### src/pkg/tsi_map.vh
/*
  Register map, field positions, reset values and encodings of the
  touch sensor interrupt logic.
  Assumes it is included by bare name from the design files.
*/
`ifndef TSI_MAP_VH
`define TSI_MAP_VH

// Register offsets on the internal register port
`define TSI_ADDR_W 10
`define TSI_A_BELOW_EN 10'h005
`define TSI_A_ABOVE_EN 10'h006
`define TSI_A_DONE_EN 10'h007
`define TSI_A_BELOW_FLG 10'h008
`define TSI_A_ABOVE_FLG 10'h009
`define TSI_A_DONE_FLG 10'h00a

// Data width and reset values
`define TSI_DATA_W 16
`define TSI_RST_16 16'h0000
`define TSI_STAGES 12

// Pin interrupt enable and pin status bit (in 0x007 and 0x00a)
`define TSI_PIN_BIT 12
// Pin direction select and trigger select fields (in 0x005)
`define TSI_DIR_LSB 12
`define TSI_DIR_MSB 13
`define TSI_TRG_LSB 14
`define TSI_TRG_MSB 15

// Pin direction select codes
`define TSI_DIR_INPUT 2'b01
// Pin trigger select codes
`define TSI_TRG_LOW 2'b00
`define TSI_TRG_RISE 2'b01
`define TSI_TRG_FALL 2'b10
`define TSI_TRG_HIGH 2'b11

`endif

### src/hdl/tsi_pin_trig.v
/*
  Auxiliary pin trigger: two-stage synchroniser, then level or edge
  detection as chosen by the trigger select.
  Assumes the pin is asynchronous to clk_i; the caller gates by direction.
*/
`timescale 1ns/1ps
`default_nettype none
`include "tsi_map.vh"

module tsi_pin_trig
(
  // Clock and reset
  input wire clk_i,
  input wire rst_i,
  // Configuration
  input wire [1:0] trg_sel_i,
  // Pin
  input wire pin_i,
  // Results
  output reg trig_o,
  output reg active_o
);

  reg meta_r;
  reg sync_r;
  reg prev_r;
  reg trig_nxt;
  reg active_nxt;

  ////////////////////////////////////////////////////////////////////
  // Synchroniser; meta_r feeds sync_r only
  always @(posedge clk_i)
  begin
    if (rst_i)
    begin
      meta_r <= 1'b0;
      sync_r <= 1'b0;
      prev_r <= 1'b0;
    end
    else
    begin
      meta_r <= pin_i;
      sync_r <= meta_r;
      prev_r <= sync_r;
    end
  end

  ////////////////////////////////////////////////////////////////////
  // Trigger decode; active means the cause still stands
  always @*
  begin
    trig_nxt = 1'b0;
    active_nxt = 1'b0;
    case (trg_sel_i)
      `TSI_TRG_LOW:
      begin
        trig_nxt = ~sync_r;
        active_nxt = ~sync_r;
      end
      `TSI_TRG_RISE:
        trig_nxt = sync_r & ~prev_r;
      `TSI_TRG_FALL:
        trig_nxt = ~sync_r & prev_r;
      `TSI_TRG_HIGH:
      begin
        trig_nxt = sync_r;
        active_nxt = sync_r;
      end
      default:
        trig_nxt = 1'b0;
    endcase
  end

  always @(posedge clk_i)
  begin
    if (rst_i)
    begin
      trig_o <= 1'b0;
      active_o <= 1'b0;
    end
    else
    begin
      trig_o <= trig_nxt;
      active_o <= active_nxt;
    end
  end

endmodule // tsi_pin_trig
`default_nettype wire

### src/hdl/tsi_irq.v
/*
  Interrupt logic of a capacitance touch controller: stage-done,
  threshold and auxiliary pin sources, enable and status registers,
  active-low open-drain alert.
  Assumes a serial interface front end that presents a register port
  (address, write strobe, read-setup strobe) on clk_i, and a converter
  that pulses stage completion and presents per-stage limit levels.
*/
// Function
// - Alert is active-low open drain: pull low when asserted, release otherwise.
// - Three sources, stage done, threshold and pin, each with enable and status.
// - Stage-done and threshold interrupts enable separately per stage.
// - Host read clears status and releases alert once read address is set up.
// - Enabled stage completing with result stored pulls alert low.
// - Stage-done enable register at 0x007, one bit per stage.
// - Stage-done status at 0x00A, bit set when that stage triggered.
// - Reading 0x00A clears bits unless their cause still persists.
// - Touch mode alerts once on contact start and again on contact end.
// - Threshold enables per stage at 0x005 and 0x006.
// - Threshold status readable at 0x008 and 0x009.
// - Threshold alert stays low until host reads threshold status.
// - Any change of enabled threshold status bits raises the alert.
// - Threshold status shows currently activated stages at read time.
// - Low-limit crossing on enabled stage sets status and alerts; untouched stages not.
// - Pin interrupt enable bit lives in 0x007.
// - Pin status bit in 0x00A, same read-to-clear behaviour.
// - Pin trigger select: 00 low, 01 rise, 10 fall, 11 high.
// - Pin is a source only when direction select is 01.
`timescale 1ns/1ps
`default_nettype none
`include "tsi_map.vh"

module tsi_irq
#(
  parameter NSTG = `TSI_STAGES
)
(
  // Clock and reset
  input wire clk_i,
  input wire rst_i,
  // Register port from the serial front end
  input wire [`TSI_ADDR_W-1:0] reg_addr_i,
  input wire reg_wr_i,
  input wire [`TSI_DATA_W-1:0] reg_wdata_i,
  input wire reg_rd_i,
  output reg [`TSI_DATA_W-1:0] reg_rdata_o,
  // Converter events
  input wire [NSTG-1:0] stage_done_i,
  input wire [NSTG-1:0] below_lim_i,
  input wire [NSTG-1:0] above_lim_i,
  // Auxiliary pin
  input wire aux_pin_i,
  // Open-drain alert pin
  output reg alert_o,
  output reg alert_oe_n_o
);

  // Software registers
  reg [`TSI_DATA_W-1:0] below_en_r;
  reg [`TSI_DATA_W-1:0] above_en_r;
  reg [`TSI_DATA_W-1:0] done_en_r;
  reg [NSTG-1:0] done_flg_r;
  reg [NSTG-1:0] done_flg_nxt;
  reg pin_flg_r;
  reg pin_flg_nxt;
  // Threshold tracking
  reg [NSTG-1:0] below_now_r;
  reg [NSTG-1:0] above_now_r;
  reg [NSTG-1:0] below_seen_r;
  reg [NSTG-1:0] above_seen_r;
  reg thr_evt_r;
  reg thr_evt_nxt;
  reg pend_nxt;
  reg [`TSI_DATA_W-1:0] rdata_nxt;
  // Per-stage and pin terms after gating by their enables
  wire [NSTG-1:0] done_set;
  wire [NSTG-1:0] below_act;
  wire [NSTG-1:0] above_act;
  wire pin_set;
  wire pin_hold;
  // Decoded accesses
  wire rd_below;
  wire rd_above;
  wire rd_done;
  wire thr_chg;
  wire pin_src;
  wire pin_trig;
  wire pin_active;
  wire [NSTG-1:0] below_en;
  wire [NSTG-1:0] above_en;
  wire [NSTG-1:0] done_en;

  ////////////////////////////////////////////////////////////////////
  // Field slices; bit n is stage n
  assign below_en = below_en_r[NSTG-1:0];
  assign above_en = above_en_r[NSTG-1:0];
  assign done_en = done_en_r[NSTG-1:0];

  // Read strobes act at address setup, ahead of the data phase
  assign rd_below = reg_rd_i && (reg_addr_i == `TSI_A_BELOW_FLG);
  assign rd_above = reg_rd_i && (reg_addr_i == `TSI_A_ABOVE_FLG);
  assign rd_done = reg_rd_i && (reg_addr_i == `TSI_A_DONE_FLG);

  ////////////////////////////////////////////////////////////////////
  // Per-stage gating by the enable bits; each stage is masked in one
  // place only, so the flags and the live levels cannot disagree
  genvar g;
  generate
    for (g = 0; g < NSTG; g = g + 1)
    begin : g_stage
      assign done_set[g] = stage_done_i[g] & done_en[g];
      assign below_act[g] = below_lim_i[g] & below_en[g];
      assign above_act[g] = above_lim_i[g] & above_en[g];
    end
  endgenerate

  ////////////////////////////////////////////////////////////////////
  // Auxiliary pin trigger; only a source when set as input
  assign pin_src = (below_en_r[`TSI_DIR_MSB:`TSI_DIR_LSB] == `TSI_DIR_INPUT);

  tsi_pin_trig u_pin
  (
    .clk_i(clk_i),
    .rst_i(rst_i),
    .trg_sel_i(below_en_r[`TSI_TRG_MSB:`TSI_TRG_LSB]),
    .pin_i(aux_pin_i),
    .trig_o(pin_trig),
    .active_o(pin_active)
  );

  // Pin terms; a standing level keeps its flag over a read
  assign pin_set = pin_trig & pin_src & done_en_r[`TSI_PIN_BIT];
  assign pin_hold = pin_active & pin_src & done_en_r[`TSI_PIN_BIT];

  ////////////////////////////////////////////////////////////////////
  // Enable registers, written by the host
  always @(posedge clk_i)
  begin
    if (rst_i)
    begin
      below_en_r <= `TSI_RST_16;
      above_en_r <= `TSI_RST_16;
      done_en_r <= `TSI_RST_16;
    end
    else if (reg_wr_i)
    begin
      if (reg_addr_i == `TSI_A_BELOW_EN)
        below_en_r <= reg_wdata_i;
      if (reg_addr_i == `TSI_A_ABOVE_EN)
        above_en_r <= reg_wdata_i;
      if (reg_addr_i == `TSI_A_DONE_EN)
        done_en_r <= reg_wdata_i;
    end
  end

  ////////////////////////////////////////////////////////////////////
  // Stage-done and pin status; a set in the read cycle wins the clear
  always @*
  begin
    done_flg_nxt = done_flg_r;
    pin_flg_nxt = pin_flg_r;
    if (rd_done)
    begin
      done_flg_nxt = {NSTG{1'b0}};
      pin_flg_nxt = pin_flg_r & pin_hold;
    end
    done_flg_nxt = done_flg_nxt | done_set;
    if (pin_set)
      pin_flg_nxt = 1'b1;
  end

  always @(posedge clk_i)
  begin
    if (rst_i)
    begin
      done_flg_r <= {NSTG{1'b0}};
      pin_flg_r <= 1'b0;
    end
    else
    begin
      done_flg_r <= done_flg_nxt;
      pin_flg_r <= pin_flg_nxt;
    end
  end

  ////////////////////////////////////////////////////////////////////
  // Threshold sources: live activation levels, event on any change
  // Levels are same-clock logic from the converter, so no sync here
  always @(posedge clk_i)
  begin
    if (rst_i)
    begin
      below_now_r <= {NSTG{1'b0}};
      above_now_r <= {NSTG{1'b0}};
      below_seen_r <= {NSTG{1'b0}};
      above_seen_r <= {NSTG{1'b0}};
    end
    else
    begin
      below_now_r <= below_act;
      above_now_r <= above_act;
      below_seen_r <= below_now_r;
      above_seen_r <= above_now_r;
    end
  end

  // Touch start, set change and release all count as change
  assign thr_chg = (below_now_r != below_seen_r) ||
                   (above_now_r != above_seen_r);

  always @*
  begin
    thr_evt_nxt = thr_evt_r;
    if (rd_below || rd_above)
      thr_evt_nxt = 1'b0;
    if (thr_chg)
      thr_evt_nxt = 1'b1;
  end

  always @(posedge clk_i)
  begin
    if (rst_i)
      thr_evt_r <= 1'b0;
    else
      thr_evt_r <= thr_evt_nxt;
  end

  ////////////////////////////////////////////////////////////////////
  // Alert: low while any enabled status is pending
  always @*
  begin
    pend_nxt = (|done_flg_nxt) | pin_flg_nxt | thr_evt_nxt;
  end

  // Open drain: the driven level is always low, only enable moves
  always @(posedge clk_i)
  begin
    if (rst_i)
    begin
      alert_o <= 1'b0;
      alert_oe_n_o <= 1'b1;
    end
    else
    begin
      alert_o <= 1'b0;
      alert_oe_n_o <= ~pend_nxt;
    end
  end

  ////////////////////////////////////////////////////////////////////
  // Read mux; flag words show the state before this read clears it
  always @*
  begin
    rdata_nxt = `TSI_RST_16;
    case (reg_addr_i)
      `TSI_A_BELOW_EN:
        rdata_nxt = below_en_r;
      `TSI_A_ABOVE_EN:
        rdata_nxt = above_en_r;
      `TSI_A_DONE_EN:
        rdata_nxt = done_en_r;
      `TSI_A_BELOW_FLG:
        rdata_nxt[NSTG-1:0] = below_now_r;
      `TSI_A_ABOVE_FLG:
        rdata_nxt[NSTG-1:0] = above_now_r;
      `TSI_A_DONE_FLG:
      begin
        rdata_nxt[NSTG-1:0] = done_flg_r;
        rdata_nxt[`TSI_PIN_BIT] = pin_flg_r;
      end
      default:
        rdata_nxt = `TSI_RST_16; // Unmapped words read as zero
    endcase
  end

  // Read data register, captured at address setup before the clear
  // lands; it holds until the next read strobe
  always @(posedge clk_i)
  begin
    if (rst_i)
      reg_rdata_o <= `TSI_RST_16;
    else if (reg_rd_i)
      reg_rdata_o <= rdata_nxt;
  end

endmodule // tsi_irq
`default_nettype wire

### config.mk
export PLATFORM = sky130hd
export DESIGN_NAME = tsi_irq
export DESIGN_NICKNAME = d
export VERILOG_FILES = /design/src/hdl/tsi_pin_trig.v /design/src/hdl/tsi_irq.v
export VERILOG_INCLUDE_DIRS = /design/src /design/src/pkg
export SDC_FILE = /design/constraint.sdc
export NUM_CORES = 1
export LEC_CHECK = 0
export BUFFER_PORTS_ARGS = -buffer_cell sky130_fd_sc_hd__buf_2
export CAP_MARGIN = 15
export CELL_PAD_IN_SITES_DETAIL_PLACEMENT = 0
export CELL_PAD_IN_SITES_GLOBAL_PLACEMENT = 1
export CORE_ASPECT_RATIO = 1.75
export CORE_UTILIZATION = 35
export CTS_CLUSTER_DIAMETER = 120
export CTS_CLUSTER_SIZE = 28
export DETAILED_ROUTE_END_ITERATION = 8
export PLACE_DENSITY = 0.76
export SYNTH_ARGS = -nofsm -noshare
export SYNTH_HDL_FRONTEND = slang
export SYNTH_SLANG_ARGS = --single-unit
### constraint.sdc
create_clock -name clk_i -period 1.8 [get_ports clk_i]
set_clock_uncertainty 0.05 [all_clocks]
set_input_delay 0.36 -clock clk_i [delete_from_list [all_inputs] [get_ports clk_i]]
set_output_delay 0.36 -clock clk_i [all_outputs]
set_load 0.005 [all_outputs]
**Word-level counts from Yosys, hierarchy flattened**

Index checks and enable logic that the tools add are counted.

- Equal/unequal tests: 12
- Order comparisons: 0
- Add/subtract/negate cells: 0
- Reduce and logical (&&, ||, !) cells: 10
- Shift-type cells: 0
- $mul: 0
- Bitwise logic cells: 49
- Divide/modulo/power cells: 0
- Mux-type cells: 10

Operator list:

| operator | count |
|---|---|
| $pmux W12 S6 | 1 |
| $and A1 B1 Y1 | 43 |
| $eq A10 B3 Y1 const B | 3 |
| $eq A10 B4 Y1 const B | 3 |
| $ne A12 B12 Y1 | 2 |
| $mux W12 | 1 |
| $or A12 B12 Y12 | 1 |
| $reduce_or A12 Y1 | 1 |
| $pmux W3 S3 | 1 |
| $pmux W1 S4 | 2 |
| $reduce_and A2 Y1 | 3 |
| $eq A2 B1 Y1 const B | 2 |
| $eq A2 B2 Y1 const B | 2 |
| $mux W1 | 4 |
| $logic_and A1 B1 Y1 | 3 |
| $not A1 Y1 | 3 |
| $logic_not A2 Y1 | 1 |
| $logic_or A1 B1 Y1 | 2 |
| $or A1 B1 Y1 | 2 |
| $pmux W1 S2 | 1 |

- Bits in writable memories: 0
- Bits in read-only memories: 0
- Bits of input ports: 67
- Flip-flop bits (word level): 132
- Output and inout port bits: 18
- Memories: 0
- Bits in latches: 0

**Logic depth before layout (Yosys ltp)**

Gate-level depths: netlist of run 1.

- Depth in word-level cells: 9
- Depth in mapped cells: 8
- Gate-level depth less buffers: 4

**Hierarchy**

A second synthesis of run 1 with hierarchy kept.

- Cell total of the unflattened synthesis: 558
- Area total of the unflattened synthesis: 5167.5 µm²

By module, submodules not included:

| module | times used | sequential area each (µm²) | cells an instance | area an instance (µm²) |
|---|---|---|---|---|
| tsi_irq | 1 | 2542.4 | 541 | 5006.1 |
| tsi_pin_trig | 1 | 100.1 | 17 | 161.4 |

**Least setup slack after synthesis of run 1**

OpenSTA, ideal clock, no wires.

- Kind: input-to-reg
- Start point: in reg_addr_i[1]
- End point: reg reg_rdata_o[11]
- Stages on the path: 7
- Arrival time: 1572 ps
- Path slack: 33 ps
- Setup time: 145 ps
- Cell sequence: buf_2 nor2b_1 and3_1 buf_2 buf_4 a222oi_1 a41oi_1

- Cells in the longest elaborated chain, start to end: 2
- Elaborated cells on any way between the ends: 7

RTL lines:

| item | line | text |
|---|---|---|
| from (decl) | tsi_irq.v:42 | `` input wire [`TSI_ADDR_W-1:0] reg_addr_i, `` |
| $eq A10 B4 Y1 / $eq A10 B3 Y1 (equally long branches) | tsi_irq.v:255 | `case (reg_addr_i)` |
| $pmux W12 S6 (*) | tsi_irq.v:255 |  |
| to (signal assigned) | tsi_irq.v:281 | `` reg_rdata_o <= `TSI_RST_16; `` |
| to (signal assigned) | tsi_irq.v:283 | `reg_rdata_o <= rdata_nxt;` |
| to (decl) | tsi_irq.v:46 | `` output reg [`TSI_DATA_W-1:0] reg_rdata_o, `` |

Every way passes the cells marked *; elsewhere a longest branch is shown, timed or not.
A chain may end at the register's enable or synchronous reset.

**Worst setup path in the final report of run 1**

- Start point: reg done_flg_r[3]
- End point: reg alert_oe_n_o

- Cells in the longest elaborated chain, start to end: 6

RTL lines:

| item | line | text |
|---|---|---|
| from (decl) | tsi_irq.v:62 | `reg [NSTG-1:0] done_flg_r;` |
| from (signal assigned) | tsi_irq.v:176 | `done_flg_r <= {NSTG{1'b0}};` |
| from (signal assigned) | tsi_irq.v:181 | `done_flg_r <= done_flg_nxt;` |
| $mux W12 | tsi_irq.v:162 | `if (rd_done)` |
| $or A12 B12 Y12 | tsi_irq.v:167 | `done_flg_nxt = done_flg_nxt \| done_set;` |
| $reduce_or A12 Y1 | tsi_irq.v:232 | `pend_nxt = (\|done_flg_nxt) \| pin_flg_nxt \| thr_evt_nxt;` |
| $or A1 B1 Y1 (2 in a row) | tsi_irq.v:232 |  |
| $not A1 Y1 | tsi_irq.v:246 | `alert_oe_n_o <= ~pend_nxt;` |
| to (signal assigned) | tsi_irq.v:246 |  |
| to (decl) | tsi_irq.v:55 | `output reg alert_oe_n_o` |

Every way passes these cells.

==> results.sh, run 1 <==
export IMPL_dp_cells=832
export IMPL_hold_path_class="input port to flop"
export IMPL_status="complete, no violations"
export IMPL_multi_input_area_sq_mm=0.00235
export IMPL_yosysTopAreaCell="dfxtp_1"
export IMPL_report_final_setup_viol=0
export IMPL_ys_seq_area_frac=0.508
export IMPL_power_density_mw_per_mm2=1000
export IMPL_die_w_um=94.1
export IMPL_worstSetupPathType="flop to flop"
export IMPL_reg2reg_from="done_flg_r[3]"
export IMPL_cts_tree="built"
export IMPL_yosys_cell_count_top_type="dfxtp_1"
export IMPL_drive_gt1_frac=0.243
export IMPL_post_route_period_util=0.949
export IMPL_finalHoldViolations=0
export IMPL_synthTopCellsByArea="dfxtp_1 (51%), nand2_1 (6.0%), a21oi_1 (5.5%)"
export IMPL_hpwl_um=11700
export IMPL_insertion_delay_ps=420
export IMPL_diodes=0
export IMPL_fin_ws_ps=91.7
export IMPL_max_stage_delay_ps=460
export IMPL_first_iter_violations=324
export IMPL_routed_via_density=5.41
export IMPL_synth_enable_flop_cells=0
export IMPL_holdWs_ps=128
export IMPL_groute_usage_overall=0.217
export IMPL_rows=58
export IMPL_finalWirelength_um=15900
export IMPL_syn_to_final_growth_pct=28.0
export IMPL_ir_drop_v=0.000621
export IMPL_fillers=1441
export IMPL_syn_nets=640
export IMPL_initial_utilization=0.360
export IMPL_first_pass_iters=6
export IMPL_final_cell_count_no_fill=863
export IMPL_synthArstFlopShare=0
export IMPL_cts_inserted_buffers=17
export IMPL_numPortBuffers=83
export IMPL_ctsRootBufferMaster="clkbuf_16"
export IMPL_crit_fanout=2
export IMPL_finalPower_mw=6.67
export IMPL_leakagePower_nw=2.53
export IMPL_path_cells="nor4_1, nand4_1, a2111oi_2, a41o_1"
export IMPL_synth_commonest_cells="dfxtp_1 (132), nand2_1 (83), a21oi_1 (57), nand3_1 (51), nor2b_1 (30)"
export IMPL_slew_violations=0
export IMPL_synth_warning_count=0
export IMPL_crit_end="alert_oe_n_o"
export IMPL_synth_seq_cells=132
export IMPL_cts_sinks=132
export IMPL_cts_setup_buffers=0
export IMPL_pre_cts_ws_ps=-170
export IMPL_reg2reg_depth=4
export IMPL_ys_types=45
export IMPL_pin_count=85
export IMPL_grt_max_degree=97
export IMPL_max_cap_violations=0
export IMPL_die_h_um=163
export IMPL_path_buf_inv=0
export IMPL_ff_latch_area_sq_mm=0.00264
export IMPL_drc_errors=0
export IMPL_critPathLaunchType="flop"
export IMPL_required_ps=2100
export IMPL_crit_family="compound AO/OA/AOI/OAI gates"
export IMPL_cts_hold_fix_buffers=0
export IMPL_vias=4665
export IMPL_cts_buffer_depth=2
export IMPL_grt_pass1_vias=4701
export IMPL_crit_cells=4
export IMPL_design_core_area_sq_mm=0.0144
export IMPL_syn_area_sq_mm=0.00520
export IMPL_nNetsFinal=738
export IMPL_syn_inst=573
export IMPL_htreeDepth=4
export IMPL_synth_top_area_share=0.508
export IMPL_r2r_slack_ps=90
export IMPL_max_freq_mhz=585
export IMPL_gp_congestion=0.814
export IMPL_min_period_ps=1710
export IMPL_ant_nets=0
export IMPL_rsz0062_at_grt="no"
export IMPL_grt_antenna_before_repair=0
export IMPL_grt_ovfl_total=0
export IMPL_path_clk_slew_ps=60
export IMPL_cp_end_kind="flop"
export IMPL_cp_startpoint="done_flg_r[3]"
export IMPL_r2r_end="alert_oe_n_o"
export IMPL_die_area_sq_mm=0.0154
export IMPL_wl_per_cell_um=18.4
export IMPL_avgSynthCellArea_sq_um=9.07
export IMPL_crit_arrival_ps=2010
export IMPL_grt_pass1_wl_um=24700
export IMPL_synth_ff_type="dfxtp_1"
export IMPL_cpMaxStageDelayCell="a2111oi_2"
logic make-up after synthesis:
family / after synthesis / synth area share
DFF: 132 / 0.508
AOI/OAI and AO/OA: 129 / 0.165
buffers and inverters: 47 / 0.0402
muxes: 3 / 0.00578
other: 1 / 0.000722
xor gates and xnor gates: 24 / 0.0404
and+or+nand+nor: 237 / 0.240
per-layer routing:
layer	vias to the layer above	GRT usage	part of all wire
li1	2255	-	-
met1	2234	0.249	0.40
met2	148	0.389	0.54
met3	28	0.0345	0.040
met4	0	0.0923	0.022
met5	-	0	0
worst min path at each step:
stage                         start         endpoint  slack, ps  depth (start not counted)
CTS                  below_lim_i[8]   below_now_r[8]        110                          2
floorplan              u_pin.meta_r     u_pin.sync_r        360                          1
global placement    reg_rdata_o[13]  reg_rdata_o[13]        390                          2
finish               below_lim_i[8]   below_now_r[8]        130                          2
detailed placement  reg_rdata_o[15]  reg_rdata_o[15]        400                          2
global route         below_lim_i[8]   below_now_r[8]        120                          2
layout by cell type, fill, tap and decap left out, types with 2 or more instances in the layout:
| master | netlist | layout |
|---|---|---|
| bufinv_16 | 0 | 3 |
| mux2i_1 | 3 | 3 |
| dfxtp_1 | 132 | 132 |
| o21ai_1 | 2 | 2 |
| a22o_1 | 9 | 9 |
| o21ai_0 | 12 | 12 |
| nor2_1 | 12 | 12 |
| nor4_1 | 5 | 5 |
| buf_4 | 5 | 33 |
| nand2b_1 | 3 | 3 |
| clkinvlp_4 | 0 | 4 |
| and2_1 | 2 | 2 |
| nand2_1 | 83 | 83 |
| a41oi_1 | 9 | 9 |
| xnor2_1 | 24 | 24 |
| nand4_1 | 11 | 11 |
| buf_2 | 11 | 83 |
| a22oi_1 | 13 | 13 |
| and3_1 | 28 | 28 |
| buf_12 | 0 | 9 |
| a21oi_1 | 57 | 57 |
| a311oi_1 | 2 | 2 |
| nor2b_1 | 30 | 30 |
| a221oi_1 | 2 | 2 |
| nor3_1 | 2 | 2 |
| a222oi_1 | 13 | 13 |
| a31oi_1 | 4 | 4 |
| nand3_1 | 51 | 51 |
| clkbuf_16 | 0 | 17 |
| clkinv_2 | 0 | 5 |
sequential cells by signal (all words and copies together), names as in the netlist:
name and count:
reg_rdata_o 16, below_seen_r 12, u_pin.active_o 1, above_now_r 12
u_pin.meta_r 1, done_flg_r 12, above_seen_r 12, pin_flg_r 1
alert_oe_n_o 1, u_pin.sync_r 1, above_en_r 16, below_en_r 16
done_en_r 16, u_pin.trig_o 1, u_pin.prev_r 1, thr_evt_r 1
below_now_r 12
repair_timing:
action / 4_1_cts / 5_1_grt
setup endpoints to repair: 1 / 1
gates resized for setup: 1 / 1
cloned: 0 / 0
pin swaps: 0 / 0
endpoints found under the hold margin: 0 / 0
where the power goes:
| group | total (mW) | switching, mW | internal (mW) |
|---|---|---|---|
| Clock | 3.44 | 1.28 | 2.16 |
| Combinational | 0.273 | 0.163 | 0.110 |
| Sequential | 2.95 | 0.0125 | 2.94 |
| Total | 6.67 | 1.46 | 5.21 |
metrics by stage:
stage / utilization / instance area (sq um) / TNS, ps
after global placement: 0.420 / 6060 / -1420
after floorplan: - / 5200 / 0
after global routing: 0.461 / 6660 / 0
after CTS: 0.460 / 6650 / 0
after detailed placement: 0.420 / 6060 / -2330
final: 0.461 / 6660 / 0
layout make-up:
type                       count  area share
multi-input combinational    394       0.353
tap                          180      0.0338
clock buffer                  17      0.0639
sequential                   132       0.397
clock inverter                14      0.0244
timing repair buffer         125       0.127
inverter                       1    0.000564
(Power assumes the default switching activity.)
==> inputs of run 2 (changes only) <==
--- a/config.mk
+++ b/config.mk
@@ -18,4 +18,5 @@
 export PLACE_DENSITY = 0.76
 export SYNTH_ARGS = -nofsm -noshare
 export SYNTH_HDL_FRONTEND = slang
+export SYNTH_HIERARCHICAL = 1
 export SYNTH_SLANG_ARGS = --single-unit
==> results.sh, run 2 <==
export IMPL_cpMaxStageDelayCell="or4_4"
export IMPL_grt_pass1_vias=4323
export IMPL_yosysTopAreaCell="dfxtp_1"
export IMPL_wl_per_cell_um=17.9
export IMPL_pin_count=85
export IMPL_synth_enable_flop_cells=0
export IMPL_finalWirelength_um=15200
export IMPL_groute_usage_overall=0.206
export IMPL_cts_inserted_buffers=17
export IMPL_pre_cts_ws_ps=-420
export IMPL_insertion_delay_ps=410
export IMPL_synth_ff_type="dfxtp_1"
export IMPL_critPathLaunchType="input port"
export IMPL_syn_nets=625
export IMPL_design_core_area_sq_mm=0.0144
export IMPL_nNetsFinal=724
export IMPL_report_final_setup_viol=0
export IMPL_holdPathStages=2
export IMPL_cts_hold_fix_buffers=0
export IMPL_die_w_um=93.9
export IMPL_routed_via_density=5.09
export IMPL_ys_types=37
export IMPL_max_cap_violations=0
export IMPL_initial_utilization=0.360
export IMPL_synthArstFlopShare=0
export IMPL_finalPower_mw=6.72
export IMPL_drc_errors=0
export IMPL_diodes=0
export IMPL_cts_buffer_depth=2
export IMPL_power_density_mw_per_mm2=1020
export IMPL_vias=4322
export IMPL_drive_gt1_frac=0.224
export IMPL_holdWs_ps=108
export IMPL_hp_start="aux_pin_i"
export IMPL_synth_commonest_cells="dfxtp_1 (132), nand2_1 (86), nor2_1 (79), mux2i_1 (60), a21oi_1 (35)"
export IMPL_r2r_end="alert_oe_n_o"
export IMPL_cts_tree="built"
export IMPL_ys_seq_area_frac=0.511
export IMPL_gp_congestion=0.838
export IMPL_yosys_cell_count_top_type="dfxtp_1"
export IMPL_ctsRootBufferMaster="clkbuf_16"
export IMPL_hpwl_um=11600
export IMPL_max_freq_mhz=569
export IMPL_hold_path_class="input port to flop"
export IMPL_first_pass_iters=4
export IMPL_crit_fanout=15
export IMPL_reg2reg_from="above_now_r[1]"
export IMPL_die_h_um=163
export IMPL_numPortBuffers=83
export IMPL_r2r_slack_ps=160
export IMPL_synth_seq_cells=132
export IMPL_finalHoldViolations=0
export IMPL_syn_inst=558
export IMPL_required_ps=2060
export IMPL_syn_to_final_growth_pct=27.9
export IMPL_path_clk_slew_ps=60
export IMPL_maxSlewHeadroom=0.626
export IMPL_avgSynthCellArea_sq_um=9.26
export IMPL_cp_end_kind="flop"
export IMPL_max_stage_delay_ps=620
export IMPL_final_cell_mix="dfxtp_1 (132), nand2_1 (85), buf_2 (82), nor2_1 (79), mux2i_1 (60)"
export IMPL_post_route_period_util=0.976
export IMPL_reg2reg_depth=5
export IMPL_leakagePower_nw=2.85
export IMPL_rsz0062_at_grt="no"
export IMPL_path_cells="buf_2, or4_4, nor4_4, buf_6, a221oi_1, a211oi_1"
export IMPL_worst_slew_pin_transition_ps=561
export IMPL_slew_violations=0
export IMPL_layout_commonest_cell="dfxtp_1"
export IMPL_synth_top_area_share=0.511
export IMPL_grt_max_degree=48
export IMPL_ir_drop_v=0.000613
export IMPL_worstHoldEndpoint="u_pin/meta_r"
export IMPL_crit_arrival_ps=2020
export IMPL_ant_nets=0
export IMPL_status="complete, no violations"
export IMPL_first_iter_violations=227
export IMPL_die_area_sq_mm=0.0153
export IMPL_synthTopCellsByArea="dfxtp_1 (51%), mux2i_1 (12%), nand2_1 (6.2%)"
export IMPL_placed_cell_area_sq_mm=0.00599
export IMPL_syn_area_sq_mm=0.00517
export IMPL_min_period_ps=1760
export IMPL_rows=58
export IMPL_htreeDepth=4
export IMPL_worstSetupPathType="input port to flop"
export IMPL_grt_ovfl_total=0
export IMPL_grt_pass1_wl_um=23000
export IMPL_synth_warning_count=6
export IMPL_fin_ws_ps=43.2
export IMPL_cts_sinks=132
export IMPL_grt_antenna_before_repair=0
export IMPL_setup_tns_ps=0
export IMPL_final_area_sq_mm=0.00661
run 2: layout make-up:
cell class	count	area, sq um
well taps	180	225
clock inverters	9	129
repair buffers	111	732
inverters	4	15.0
multi-input cells	391	2400
fillers	1394	7760
flip-flops and latches	132	2640
clock buffers	22	464
run 2: stage by stage:
| stage | util | instances |
|---|---|---|
| after floorplan | - | 558 |
| after global placement | 0.417 | 817 |
| after detailed placement | 0.417 | 817 |
| after CTS | 0.458 | 848 |
| after global routing | 0.460 | 849 |
| final | 0.460 | 849 |
run 2: logic make-up (layout without fill, tap and decap cells):
| kind of cell | after synthesis | count (layout) | synth area share |
|---|---|---|---|
| AO/OA/AOI/OAI | 81 | 81 | 0.0998 |
| XOR/XNOR | 24 | 24 | 0.0407 |
| buffers and inverters | 36 | 146 | 0.0305 |
| flip-flops | 132 | 132 | 0.511 |
| multiplexers | 60 | 60 | 0.116 |
| other | 1 | 1 | 0.000726 |
| AND/OR/NAND/NOR | 224 | 225 | 0.201 |
run 2: worst max-delay path by stage:
stage | from | end | slack (ps) | cells past startpoint
global route | reg_addr_i[9] | reg_rdata_o[7] | 4 | 6
finish | reg_addr_i[5] | reg_rdata_o[9] | 40 | 6
floorplan | reg_addr_i[5] | reg_rdata_o[10] | -180 | 5
CTS | reg_addr_i[5] | reg_rdata_o[9] | 20 | 6
global placement | reg_addr_i[5] | alert_oe_n_o | -310 | 6
detailed placement | reg_addr_i[5] | reg_rdata_o[9] | -420 | 6
run 2: per-layer routing:
layer	vias to the layer above	part of all wire	track usage
met5	-	0	0
met4	0	0.024	0.0811
met3	23	0.025	0.0439
met2	89	0.57	0.393
met1	2096	0.38	0.213
li1	2114	-	-
run 2: worst max-delay path, delay by kind of cell:
kind / cells / cell delay, ps
AO/OA/AOI/OAI: 2 / 390
AND/OR/NAND/NOR: 2 / 940
buffers and inverters: 2 / 340
run 2: what timing repair did:
item	in CTS	in global routing
resized for setup	0	4
endpoints found under the setup margin	0	5
setup buffers	0	0
run 2: power breakdown:
part           switching [mW]  leakage (nW)  internal, mW
registers              0.0219          1.07          2.95
clock network            1.23         0.286          2.24
logic                   0.162          1.49         0.123
total                    1.41          2.85          5.31
